File: config.mk
export PLATFORM = sky130hd
export DESIGN_NAME = psa_top
export DESIGN_NICKNAME = d
export VERILOG_FILES = /design/src/verilog/psa_pkg.sv /design/src/verilog/psa_lfsr.sv /design/src/verilog/psa_top.sv
export SDC_FILE = /design/constraint.sdc
export NUM_CORES = 1
export LEC_CHECK = 0
export ABC_CLOCK_PERIOD_IN_PS = 2700
export BUFFER_PORTS_ARGS = -buffer_cell sky130_fd_sc_hd__buf_2
export CAP_MARGIN = 20
export CORE_ASPECT_RATIO = 0.8
export CORE_UTILIZATION = 45
export CTS_CLUSTER_DIAMETER = 80
export DETAILED_ROUTE_END_ITERATION = 12
export PLACE_DENSITY = 0.73
export SETUP_SLACK_MARGIN = 0.1
export SLEW_MARGIN = 25
export SYNTH_ARGS = -nofsm -noshare
export SYNTH_HDL_FRONTEND = slang
export SYNTH_SLANG_ARGS = --single-unit
export TNS_END_PERCENT = 100
File: constraint.sdc
create_clock -name ref_clk -period 2.7 [get_ports ref_clk]
set_input_delay 0.27 -clock ref_clk [delete_from_list [all_inputs] [get_ports ref_clk]]
set_output_delay 0.27 -clock ref_clk [all_outputs]
set_load 0.01 [all_outputs]
File: src/verilog/psa_pkg.sv
// constants, register map and lfsr step for the pixel signature analyzer
package psa_pkg;
  localparam int PIX_W = 30;
  localparam int SIG_W = 33;
  localparam int REG_W = 10;
  localparam int ADDR_W = 11;
  localparam int CR_W = 8;
  // control register addresses on the host port
  localparam logic [10:0] ADDR_CMD_FOUR = 11'h008;
  localparam logic [10:0] ADDR_SIG_HIGH = 11'h010;
  localparam logic [10:0] ADDR_SIG_MID = 11'h011;
  localparam logic [10:0] ADDR_SIG_LOW = 11'h012;
  localparam logic [10:0] ADDR_SIG_EXTRA = 11'h013;
  // command register four field positions
  localparam int CLK_EN_POS = 5;
  localparam int RESET_POS = 6;
  localparam int FB_SEL_POS = 7;
  localparam logic [7:0] CMD_FOUR_RESET = 8'h00;
  // feedback taps: x^33 + x^20 + 1, maximal length
  localparam int TAP_HI = 32;
  localparam int TAP_LO = 19;
  // pipeline drain the host should allow before stopping the clock
  localparam int DRAIN_CYCLES = 20;
  localparam logic [32:0] SIG_RESET = 33'h0_0000_0000;
  localparam logic [9:0] REG_ZERO = 10'h000;

  function automatic logic [32:0] psa_lfsr_next(input logic [32:0] s,
                                                input logic [29:0] p);
    logic fb;
    fb = s[TAP_HI] ^ s[TAP_LO];
    psa_lfsr_next = {s[31:0], fb} ^ {3'h0, p};
  endfunction

  // one 10-bit view of the signature, picked by register address
  function automatic logic [9:0] psa_slice(input logic [32:0] s,
                                           input logic [10:0] a);
    if (a == ADDR_SIG_HIGH) begin
      psa_slice = s[30:21];
    end else if (a == ADDR_SIG_MID) begin
      psa_slice = s[20:11];
    end else if (a == ADDR_SIG_LOW) begin
      psa_slice = s[10:1];
    end else if (a == ADDR_SIG_EXTRA) begin
      psa_slice = {7'h00, s[32], s[31], s[0]};
    end else begin
      psa_slice = REG_ZERO;
    end
  endfunction
endpackage

File: src/verilog/psa_lfsr.sv
// 33-bit signature shift register fed by the pixel word
`timescale 1ns/1ns
module psa_lfsr
  import psa_pkg::*;
(
  input wire logic ref_clk,
  input wire logic reset,
  input wire logic sig_clear,
  input wire logic clk_enable,
  input wire logic fb_select,
  input wire logic pixel_active,
  input wire logic [29:0] pixel_data,
  output logic [32:0] sig_value
);
  typedef struct packed {
    logic [32:0] sig;
  } psa_lfsr_state_t;

  psa_lfsr_state_t st_q;
  psa_lfsr_state_t st_d;

  always_comb begin
    st_d = st_q;
    if (sig_clear) begin
      st_d.sig = SIG_RESET;
    end else if (clk_enable && pixel_active) begin
      if (fb_select) begin
        st_d.sig = psa_lfsr_next(st_q.sig, pixel_data);
      end else begin
        st_d.sig = {3'h0, pixel_data};
      end
    end
  end

  always_ff @(posedge ref_clk) begin
    if (reset) begin
      st_q <= '0;
    end else begin
      st_q <= st_d;
    end
  end

  assign sig_value = st_q.sig;

  a_hold_blank: assert property (@(posedge ref_clk)
    disable iff (reset)
    !pixel_active && !sig_clear |=> $stable(sig_value))
    else $error("signature moved during blanking");
  a_freeze_off: assert property (@(posedge ref_clk)
    disable iff (reset)
    !clk_enable && !sig_clear |=> $stable(sig_value))
    else $error("signature moved with clock disabled");
  a_clear_zero: assert property (@(posedge ref_clk)
    disable iff (reset)
    sig_clear |=> sig_value == SIG_RESET)
    else $error("signature not cleared");
  a_load_direct: assert property (@(posedge ref_clk)
    disable iff (reset)
    clk_enable && pixel_active && !fb_select && !sig_clear
    |=> sig_value == {3'h0, $past(pixel_data)})
    else $error("direct load mismatch");
  a_fb_shift: assert property (@(posedge ref_clk)
    disable iff (reset)
    clk_enable && pixel_active && fb_select && !sig_clear
    |=> sig_value == ({$past(sig_value[31:0]),
      $past(sig_value[TAP_HI] ^ sig_value[TAP_LO])}
      ^ {3'h0, $past(pixel_data)}))
    else $error("feedback shift mismatch");
endmodule

File: src/verilog/psa_top.sv
// pixel signature analyzer with its host control port
`timescale 1ns/1ns
module psa_top
  import psa_pkg::*;
(
  input wire logic ref_clk,
  input wire logic reset,
  input wire logic [29:0] pixel_data,
  input wire logic pixel_active,
  input wire logic mpu_c1,
  input wire logic mpu_c0,
  input wire logic mpu_rd,
  input wire logic mpu_wr,
  input wire logic mpu_bus10,
  input wire logic [9:0] mpu_d_in,
  output logic [9:0] mpu_d_out,
  output logic mpu_d_oe,
  output logic [32:0] signature
);
  ////////////////////////////////////////////////////////////////////////////
  typedef struct packed {
    logic [1:0] rd_s;
    logic [1:0] wr_s;
    logic [1:0] c1_s;
    logic [1:0] c0_s;
    logic [1:0] bus10_s;
    logic [9:0] din_s1;
    logic [9:0] din_s2;
    logic rd_prev;
    logic wr_prev;
    logic [10:0] addr;
    logic addr_hi;
    logic byte_hi;
    logic [7:0] cmd_four;
    logic clear;
    logic [9:0] dout;
  } psa_state_t;

  psa_state_t st_q;
  psa_state_t st_d;
  logic rd_rise;
  logic wr_rise;
  logic sel_ctrl;
  logic sel_addr;
  logic [9:0] rd_word;

  // host pins are asynchronous: stage [0] feeds only stage [1]
  assign rd_rise = st_q.rd_s[1] & ~st_q.rd_prev;
  assign wr_rise = st_q.wr_s[1] & ~st_q.wr_prev;
  assign sel_ctrl = st_q.c1_s[1] & ~st_q.c0_s[1];
  assign sel_addr = ~st_q.c1_s[1] & ~st_q.c0_s[1];

  always_comb begin
    if (st_q.addr == ADDR_CMD_FOUR) begin
      rd_word = {2'h0, st_q.cmd_four};
    end else begin
      rd_word = psa_slice(signature, st_q.addr);
    end
  end

  ////////////////////////////////////////////////////////////////////////////
  always_comb begin
    st_d = st_q;
    st_d.rd_s = {st_q.rd_s[0], mpu_rd};
    st_d.wr_s = {st_q.wr_s[0], mpu_wr};
    st_d.c1_s = {st_q.c1_s[0], mpu_c1};
    st_d.c0_s = {st_q.c0_s[0], mpu_c0};
    st_d.bus10_s = {st_q.bus10_s[0], mpu_bus10};
    st_d.din_s1 = mpu_d_in;
    st_d.din_s2 = st_q.din_s1;
    st_d.rd_prev = st_q.rd_s[1];
    st_d.wr_prev = st_q.wr_s[1];
    st_d.clear = 1'b0;
    if (wr_rise && sel_addr) begin
      // address goes in as low byte then high bits, like palette setup
      if (!st_q.addr_hi) begin
        st_d.addr[7:0] = st_q.din_s2[7:0];
        st_d.addr_hi = 1'b1;
      end else begin
        st_d.addr[10:8] = st_q.din_s2[2:0];
        st_d.addr_hi = 1'b0;
      end
      st_d.byte_hi = 1'b0;
    end else if (wr_rise && sel_ctrl) begin
      if (st_q.addr == ADDR_CMD_FOUR) begin
        st_d.cmd_four = st_q.din_s2[7:0];
        // restart only on the low-to-high return of the reset bit
        st_d.clear = ~st_q.cmd_four[RESET_POS]
                   & st_q.din_s2[RESET_POS];
      end
      // signature addresses take no write at all
      st_d.addr = st_q.addr + 11'h001;
    end else if (rd_rise && sel_addr) begin
      st_d.dout = {2'h0, st_q.addr[7:0]};
    end else if (rd_rise && sel_ctrl) begin
      if (st_q.bus10_s[1]) begin
        st_d.dout = rd_word;
        st_d.addr = st_q.addr + 11'h001;
      end else if (!st_q.byte_hi) begin
        st_d.dout = {2'h0, rd_word[9:2]};
        st_d.byte_hi = 1'b1;
      end else begin
        // second byte; a slice that changes in between splits the word
        st_d.dout = {8'h00, rd_word[1:0]};
        st_d.byte_hi = 1'b0;
        st_d.addr = st_q.addr + 11'h001;
      end
    end
  end

  always_ff @(posedge ref_clk) begin
    if (reset) begin
      st_q <= '0;
    end else begin
      st_q <= st_d;
    end
  end

  ////////////////////////////////////////////////////////////////////////////
  psa_lfsr u_lfsr (
    .ref_clk(ref_clk),
    .reset(reset),
    .sig_clear(st_q.clear),
    .clk_enable(st_q.cmd_four[CLK_EN_POS]),
    .fb_select(st_q.cmd_four[FB_SEL_POS]),
    .pixel_active(pixel_active),
    .pixel_data(pixel_data),
    .sig_value(signature)
  );

  assign mpu_d_out = st_q.dout;
  assign mpu_d_oe = st_q.rd_s[1];

  ////////////////////////////////////////////////////////////////////////////
  a_sig_readonly: assert property (@(posedge ref_clk)
    disable iff (reset)
    wr_rise && sel_ctrl && st_q.addr >= ADDR_SIG_HIGH
      && st_q.addr <= ADDR_SIG_EXTRA |=> $stable(st_q.cmd_four))
    else $error("signature write changed control state");
  a_reset_edge: assert property (@(posedge ref_clk)
    disable iff (reset)
    st_q.clear |-> st_q.cmd_four[RESET_POS]
      && !$past(st_q.cmd_four[RESET_POS]))
    else $error("clear without low-to-high reset bit");
  a_read_word: assert property (@(posedge ref_clk)
    disable iff (reset)
    rd_rise && sel_ctrl && st_q.bus10_s[1] && st_q.addr == ADDR_SIG_MID
    |=> mpu_d_out == $past(signature[20:11]))
    else $error("middle slice read mismatch");
  a_byte_pair: assert property (@(posedge ref_clk)
    disable iff (reset)
    rd_rise && sel_ctrl && !st_q.bus10_s[1] && !st_q.byte_hi
    |=> st_q.byte_hi && mpu_d_out[9:8] == 2'h0
      && $stable(st_q.addr))
    else $error("8-bit first byte sequencing wrong");

  ////////////////////////////////////////////////////////////////////////////
  // address register: low byte first, then the top three bits
  a_addr_low: assert property (@(posedge ref_clk)
    disable iff (reset)
    wr_rise && sel_addr && !st_q.addr_hi
    |=> st_q.addr_hi && st_q.addr[7:0] == $past(st_q.din_s2[7:0]))
    else $error("address low byte not taken");
  a_addr_high: assert property (@(posedge ref_clk)
    disable iff (reset)
    wr_rise && sel_addr && st_q.addr_hi
    |=> !st_q.addr_hi && st_q.addr[10:8] == $past(st_q.din_s2[2:0]))
    else $error("address high bits not taken");
  a_addr_byte: assert property (@(posedge ref_clk)
    disable iff (reset)
    wr_rise && sel_addr |=> !st_q.byte_hi)
    else $error("address write kept byte phase");
  a_addr_read: assert property (@(posedge ref_clk)
    disable iff (reset)
    rd_rise && sel_addr |=> mpu_d_out == {2'h0, $past(st_q.addr[7:0])})
    else $error("address read mismatch");
  // control writes: only command register four holds state
  a_cmd_take: assert property (@(posedge ref_clk)
    disable iff (reset)
    wr_rise && sel_ctrl && st_q.addr == ADDR_CMD_FOUR
    |=> st_q.cmd_four == $past(st_q.din_s2[7:0]))
    else $error("command register four not written");
  a_ctrl_step: assert property (@(posedge ref_clk)
    disable iff (reset)
    wr_rise && sel_ctrl |=> st_q.addr == $past(st_q.addr) + 11'h001)
    else $error("address did not step after control write");
  a_ro_noclear: assert property (@(posedge ref_clk)
    disable iff (reset)
    wr_rise && sel_ctrl && st_q.addr != ADDR_CMD_FOUR |=> !st_q.clear)
    else $error("write elsewhere cleared the signature");
  a_clear_pulse: assert property (@(posedge ref_clk)
    disable iff (reset)
    st_q.clear |=> !st_q.clear)
    else $error("analyzer clear longer than one cycle");
  // read data: one slice per address, held until the next read
  a_read_high: assert property (@(posedge ref_clk)
    disable iff (reset)
    rd_rise && sel_ctrl && st_q.bus10_s[1] && st_q.addr == ADDR_SIG_HIGH
    |=> mpu_d_out == $past(signature[30:21]))
    else $error("high slice read mismatch");
  a_read_low: assert property (@(posedge ref_clk)
    disable iff (reset)
    rd_rise && sel_ctrl && st_q.bus10_s[1] && st_q.addr == ADDR_SIG_LOW
    |=> mpu_d_out == $past(signature[10:1]))
    else $error("low slice read mismatch");
  a_read_extra: assert property (@(posedge ref_clk)
    disable iff (reset)
    rd_rise && sel_ctrl && st_q.bus10_s[1] && st_q.addr == ADDR_SIG_EXTRA
    |=> mpu_d_out == {7'h00, $past(signature[32]), $past(signature[31]),
      $past(signature[0])})
    else $error("extra bits read mismatch");
  a_byte_second: assert property (@(posedge ref_clk)
    disable iff (reset)
    rd_rise && sel_ctrl && !st_q.bus10_s[1] && st_q.byte_hi
    |=> !st_q.byte_hi && mpu_d_out[9:2] == 8'h00
      && st_q.addr == $past(st_q.addr) + 11'h001)
    else $error("8-bit second byte sequencing wrong");
  a_dout_holds: assert property (@(posedge ref_clk)
    disable iff (reset)
    !rd_rise |=> $stable(mpu_d_out))
    else $error("read data changed without a read");
endmodule

==> results.md, run 1 <==
* H-Tree Depth at 3
* Power consumption at 2.95 mW
* Root Buffer: clkbuf_16
* Nets at around 680
* Post-Route Utilization at between 50% and 60%
* Dpl cell area at 5190 um^2
* Fraction of layout cells with a size suffix above 1 at between 20% and 30%
* CP bufs+invs at 0
* Total track usage at approximately 25%
* Internal power at 2.24 mW
* TritonRoute pass-1 iters at 5
* Register area share after synthesis at between 30 and 40%
* Dpl cells at approximately 760
* Final period util at a little over four fifths
* Cts bufs inserted at 9
* Sw power at between 0.7 and 0.8 mW
* Top cells by count, synth: dfxtp_1 (93), nand2_1 (63), nor2_1 (60)
* CP cell instances: ha_1, nor4b_1, o21ai_0, and3_1, a2111oi_0, nor4_1
* Number of synthesized flops with an enable pin at 0
* Ant. Diodes at 0
* Fillers at about 980
* Post-DRT Antenna Nets at 0
* Pins Over Slew Limit at 0
* Place WS at about 480 ps
* Die Width at 117 um
* Comb power frac at slightly below 7%
* FP Rows at 33
* CP max stage delay at between 400 and 500 ps
* Worst-Margin Slew at about 700 ps
* Drt drc at 0
* Syn Nets at between 600 and 700
* Worst-Skew Late Latency at ~350 ps
* Final WL at 12.8 mm
* Syn Std Cell Area at about 4800 um^2
* Max Clock Freq at about 440 MHz
* Clock share of power at approximately 45%
* Multi-input gate area at around 2600 um^2
* Clock Skew at 7.66 ps
* Filler-free cell count of the finished design at about 770
* Top Family by Delay on Critical Path: simple AND/OR/NAND/NOR gates
* Number of vias per cell at roughly 5.6
* Wire per inst at around 17 um
* #FFs+latches synth at 93
* Bufs on Longest Clock Path at 2
* Final hold vios at 0
* Core Region at about 10000 um^2
* Crit Path Class: reg -> reg
* Max Cap Viol at 0
* Io pins at 92
* Final Wtd Congestion at between 0.8 and 0.9
* P_leak at around 2.1 nW
* HPWL after DPL at approximately 9.4 mm
* Post-CTS Hold Buffers at 0
* DIE HEIGHT at between 90 and 100 um
* Leading cell type by number of instances after synthesis: dfxtp_1
* Clk slew on worst S/H paths at about 70 ps
* Storage cell area at 1860 um^2
* Finished layout cell area at about 5500 um^2
* CP Capture Type: register
* Hold WC Path Type: in -> reg
* 1st-iter DRT viols at 394
* Initial antenna violation count at 0
* Area of the die at roughly 11000 um^2
* Crit path DAT at between 2000 and 2500 ps
* Vias at between 4000 and 5000
* CP Max Fanout at 10
* Post-CTS Setup Bufs at 0
* Post-cts gate resize count at 0
* Max-slew headroom at 53.6%
* Startpoint types: register
* Async set-reset flop share out of synthesis at 0%
* First-pass GRT wire length at just over 20 mm
* TritonCTS clock tree: yes
* Pwr Density at approximately 530 nW/um^2
* CP max stage cell: dfxtp_1
* Post-synth top flop: dfxtp_1
* Peak VDD IR at approximately 0.00045 V
* Syn-to-layout area delta at 15.8%
* Global route overflow at 0
* # port buffers at slightly below 90
* CTS Sinks at 93
* WP data required at about 2900 ps
* Starting Density at a little under half
* Post-Syn Area per Cell at 8.33 um^2
* Share of the synthesized area in the top cell type at between 30% and 40%
* Largest net degree at the start of global routing at 52
* Cell taking the most area after synthesis: dfxtp_1
* Vias in the first global route at 3886
* Hold slack at 126 ps
* Sw Share at 23.8%
* RSZ-0062 raised after global routing: false
* Setup TNS at 0 ps
* Minimum clock period at between 2000 and 2500 ps
* Count of cell types in the netlist at 63
* Top cells by area, synth: dfxtp_1 (39%), xor2_1 (5.7%), a211oi_1 (5.7%)
* Worst setup margin at about 450 ps
* Syn Inst Count at between 500 and 600
* Seq pwr share at 48.0%
* Status: complete, no violations
* Final setup viols at 0
* Yosys warning total at 0
-- cells in the final DEF (no fill, tap or decap), types with 3 or more instances in the layout --
master     count
inv_1          9
nor3b_1        3
a221oi_1       7
nand2_1       63
a211o_1        3
nor4_1         3
dfxtp_1       93
o22ai_1        3
a211oi_1      36
mux2i_1        8
or2_2          3
o31ai_1        3
or3_1          3
nor3_1         7
ha_1           4
and3_1         4
clkbuf_16      9
a2111oi_0      6
nand3_1       16
a21oi_1       31
nand2b_1      12
nor2_1        60
a31oi_1        6
nor2b_1       34
xor2_1        31
buf_2         89
buf_4         12
o21ai_0       25
-- cells by family after synthesis --
family	share of synthesized area, %
mux	1.68
simple gates	25.3
compound gates	20.4
fa+ha+maj	1.05
flops	39.1
buf+inv	6.50
xor+xnor	5.89
-- layer usage --
metal | part of all wire, % | GRT usage, %
met4 | 1.6 | 7.38
met1 | 48 | 36.5
met5 | 0 | 0
met3 | 8.1 | 4.90
met2 | 43 | 35.4
-- sequential cells by signal (all words and copies together), names as in the netlist --
signal,cells
st_d,14
u_lfsr.sig_value,33
st_q,35
mpu_d_out,10
mpu_d_oe,1
-- power groups by stage --
stage / Sequential, mW / Clock, mW / Combinational, mW
floorplan: 1.44 / 0 / 0.138
CTS: 1.41 / 1.35 / 0.203
detailed placement: 1.44 / 0 / 0.203
finish: 1.41 / 1.33 / 0.204
global placement: 1.44 / 0 / 0.199
global route: 1.42 / 1.42 / 0.224
-- area by class of cell --
type	instances	area share, %
clock inverters	6	1.41
multi-input cells	415	46.9
clock buffers	10	4.34
inverters	9	0.613
well taps	140	3.18
repair buffers	101	9.72
flip-flops and latches	93	33.8
-- final timing paths --
check / from / end / slack [ps] / cells past startpoint
worst min-delay path: mpu_bus10 / st_d[55] / 130 / 2
worst min register to register: st_d[37] / st_q[37] / 440 / 1
worst max register to register: st_q[22] / mpu_d_out[0] / 450 / 6
worst max-delay path: st_q[22] / mpu_d_out[0] / 450 / 6
Note: power is estimated with default switching activity, not from simulation.
==> run 2: changes to the inputs <==
--- a/config.mk
+++ b/config.mk
@@ -5,7 +5,8 @@
 export SDC_FILE = /design/constraint.sdc
 export NUM_CORES = 1
 export LEC_CHECK = 0
-export ABC_CLOCK_PERIOD_IN_PS = 2700
+export ABC_AREA = 1
+export ABC_CLOCK_PERIOD_IN_PS = 2400
 export BUFFER_PORTS_ARGS = -buffer_cell sky130_fd_sc_hd__buf_2
 export CAP_MARGIN = 20
 export CORE_ASPECT_RATIO = 0.8
==> constraint.sdc (replaced) <==
create_clock -name ref_clk -period 2.4 [get_ports ref_clk]
set_input_delay 0.24 -clock ref_clk [delete_from_list [all_inputs] [get_ports ref_clk]]
set_output_delay 0.24 -clock ref_clk [all_outputs]
set_load 0.01 [all_outputs]
==> run 2 against run 1 <==
Fmax up 8.4%. Sequential share of layout area rose by 0.55 points. Clock skew down 0.76 ps. Largest cell class unchanged. Synthesized area shrank 2.6%. Non-clock buffer count down 7. Largest power group unchanged. First-iteration DRC count down 4.1%.
==> results.md, run 2 <==
* Top cells by area, synth: dfxtp_1 (40%), nand2_1 (11%), a21oi_1 (6.9%)
* Max Cap Viol at 0 (unchanged)
* Yosys warning total at 0 (unchanged)
* Hold WC Path Type: in -> reg
* Starting Density at 47.2% (+0.99 points)
* Leading cell type by number of instances after synthesis: nand2_1
* Clk slew on worst S/H paths at 60 ps (about the same)
* TritonCTS clock tree: yes
* Final setup viols at 0 (unchanged)
* Pwr Density at 599 nW/um^2 (+12%)
* Post-cts gate resize count at 0 (unchanged)
* CP Max Fanout at 5 (-5)
* 1st-iter DRT viols at 378 (-4.1%)
* Status: complete, no violations
* # port buffers at 89 (unchanged)
* Post-synth top flop: dfxtp_1
* Io pins at 92 (unchanged)
* Vias in the first global route at 3855 (-0.80%)
* Cts bufs inserted at 9 (unchanged)
* Worst setup margin at 325 ps (-126 ps)
* Minimum clock period at 2070 ps (-174 ps)
* Bufs on Longest Clock Path at 2 (unchanged)
* Largest net degree at the start of global routing at 36 (-31%)
* Count of cell types in the netlist at 39 (-38%)
* Pins Over Slew Limit at 0 (unchanged)
* Syn Inst Count at 653 (+14%)
* HPWL after DPL at 8.73 mm (-7.6%)
* Die Width at 115 um (-1.3%)
* Setup TNS at 0 ps (unchanged)
* FP Rows at 32 (-3.0%)
* WP data required at 2620 ps (-300 ps)
* Number of synthesized flops with an enable pin at 0 (unchanged)
* Sw power at 0.733 mW (+4.3%)
* Largest Register: st_q
* #FFs+latches synth at 93 (unchanged)
* Share of the synthesized area in the top cell type at 40.2% (+1.0 points)
* Commonest non-fill, non-tap cell in the layout: nand2_1
* Register area share after synthesis at 40.2% (+1.0 points)
* Dpl cells at 849 (+12%)
* Root Buffer: clkbuf_16
* Fillers at 974 (-0.51%)
* Cell taking the most area after synthesis: dfxtp_1
* Vias at 4442 (+2.2%)
* DIE HEIGHT at 92.8 um (-1.3%)
* Power consumption at 3.25 mW (+10%)
* Filler-free cell count of the finished design at 865 (+12%)
* Worst-Skew Late Latency at 340 ps (about the same)
* RSZ-0062 raised after global routing: false
* Final hold vios at 0 (unchanged)
* CP Capture Type: register
* Drt drc at 0 (unchanged)
* Sw Share at 22.6% (-1.3 points)
* Finished layout cell area at 5420 um^2 (-1.6%)
* Post-CTS Setup Bufs at 0 (unchanged)
* Worst-Margin Slew at 457 ps (-239 ps)
* Final WL at 11.5 mm (-9.8%)
* Post-Syn Area per Cell at 7.10 um^2 (-15%)
* Max Clock Freq at 482 MHz (+8.4%)
* Ant. Diodes at 0 (unchanged)
* Top cells by count, synth: nand2_1 (140), dfxtp_1 (93), inv_1 (72)
* Final period util at 86.5% (+3.2 points)
* H-Tree Depth at 3 (unchanged)
* Max reg flops at 35 (unchanged)
* Cell mode on critical path: nand2_1
* Final Wtd Congestion at 0.902 (+2.0%)
* Syn Nets at 705 (+13%)
* Crit path DAT at 2290 ps (-170 ps)
* CP cell instances: inv_1, ha_1, nor3b_2, nand3_1, or2_0, nand2_1, nand2_1, a21oi_1, nand2_1, nand2_1, a21oi_2
* Area of the die at 10700 um^2 (-2.5%)
* First-pass GRT wire length at 18.3 mm (-10%)
* Hold slack at 94.7 ps (-31.7 ps)
* CP max stage delay at 380 ps (-80 ps)
* Clock share of power at 44.6% (-0.5 points)
* Post-CTS Hold Buffers at 0 (unchanged)
* Syn Std Cell Area at 4630 um^2 (-2.6%)
* Core Region at 9810 um^2 (-4.6%)
* Max-slew headroom at 69.4% (+16 points)
* Clock Skew at 6.89 ps (-0.765 ps)
* CTS Sinks at 93 (unchanged)
* Crit Path Class: reg -> reg
* Initial antenna violation count at 0 (unchanged)
* Post-DRT Antenna Nets at 0 (unchanged)
* Startpoint types: register
* CP max stage cell: dfxtp_1
* Fraction of layout cells with a size suffix above 1 at 19.6% (-2.2 points)
* Global route overflow at 0 (unchanged)
* Most frequent cells in the layout: nand2_1 (140), dfxtp_1 (93), buf_2 (89)
* Wire per inst at 13.3 um (-19%)
* P_leak at 2.48 nW (+18%)
* Number of vias per cell at 5.14 (-8.6%)
* TritonRoute pass-1 iters at 5 (unchanged)
* Post-Route Utilization at 55.3% (+1.7 points)
* Syn-to-layout area delta at 17.0%
* Comb power frac at 6.4% (-0.5 points)
* Peak VDD IR at 0.000453 V (+0.71%)
* Nets at 776 (+14%)
* Async set-reset flop share out of synthesis at 0% (unchanged)
* Total track usage at 22.2% (-2.4 points)
* Seq pwr share at 49.0% (+1.0 points)
* Place WS at 367 ps (-112 ps)
* Dpl cell area at 5110 um^2 (-1.6%)
* Internal power at 2.52 mW (+12%)
-- run 2: layer usage --
metal,GRT usage (%),vias to the layer above,part of all wire (%)
met5,0,-,0
met4,7.25,0,0.92
met3,4.25,11,7.8
met2,33.9,175,45
met1,31.2,2029,46
li1,-,2227,-
-- run 2: power by group through the flow --
stage	sequential (mW)	clock [mW]	combinational, mW
after floorplan	1.62	0	0.138
final	1.59	1.45	0.208
after CTS	1.59	1.48	0.208
after global routing	1.59	1.54	0.234
after detailed placement	1.63	0	0.207
after global placement	1.63	0	0.202
-- run 2: area by class of cell --
| cell class | instances | area [um^2] | share of cell area (%) |
|---|---|---|---|
| Tap cell | 136 | 170 | 3.14 |
| Clock buffer | 11 | 253 | 4.66 |
| Inverter | 83 | 312 | 5.75 |
| Multi-Input combinational cell | 443 | 2280 | 42.1 |
| Timing Repair Buffer | 94 | 483 | 8.91 |
| Clock inverter | 5 | 58.8 | 1.08 |
| Sequential cell | 93 | 1860 | 34.3 |
-- run 2: worst paths after layout --
kind	depth (start not counted)	slack, ps	end	startpoint
max reg2reg	11	330	mpu_d_out[2]	st_q[21]
max	11	330	mpu_d_out[2]	st_q[21]
min reg2reg	2	400	st_q[34]	st_d[34]
min	3	90	st_d[59]	mpu_c1
-- run 2: cells by family after synthesis --
family	share of synthesized area, %
adders and majority gates	1.08
and+or+nand+nor	25.2
xor gates and xnor gates	5.67
buffers and inverters	10.6
AOI/OAI and AO/OA	17.3
DFF	40.2
-- run 2: critical path, delay by kind of cell, from the launching register on --
kind | cells | cell delay, ps
AOI/OAI and AO/OA | 2 | 170
adders and majority gates | 1 | 200
buffers and inverters | 1 | 140
DFF | 1 | 380
and+or+nand+nor | 7 | 1070
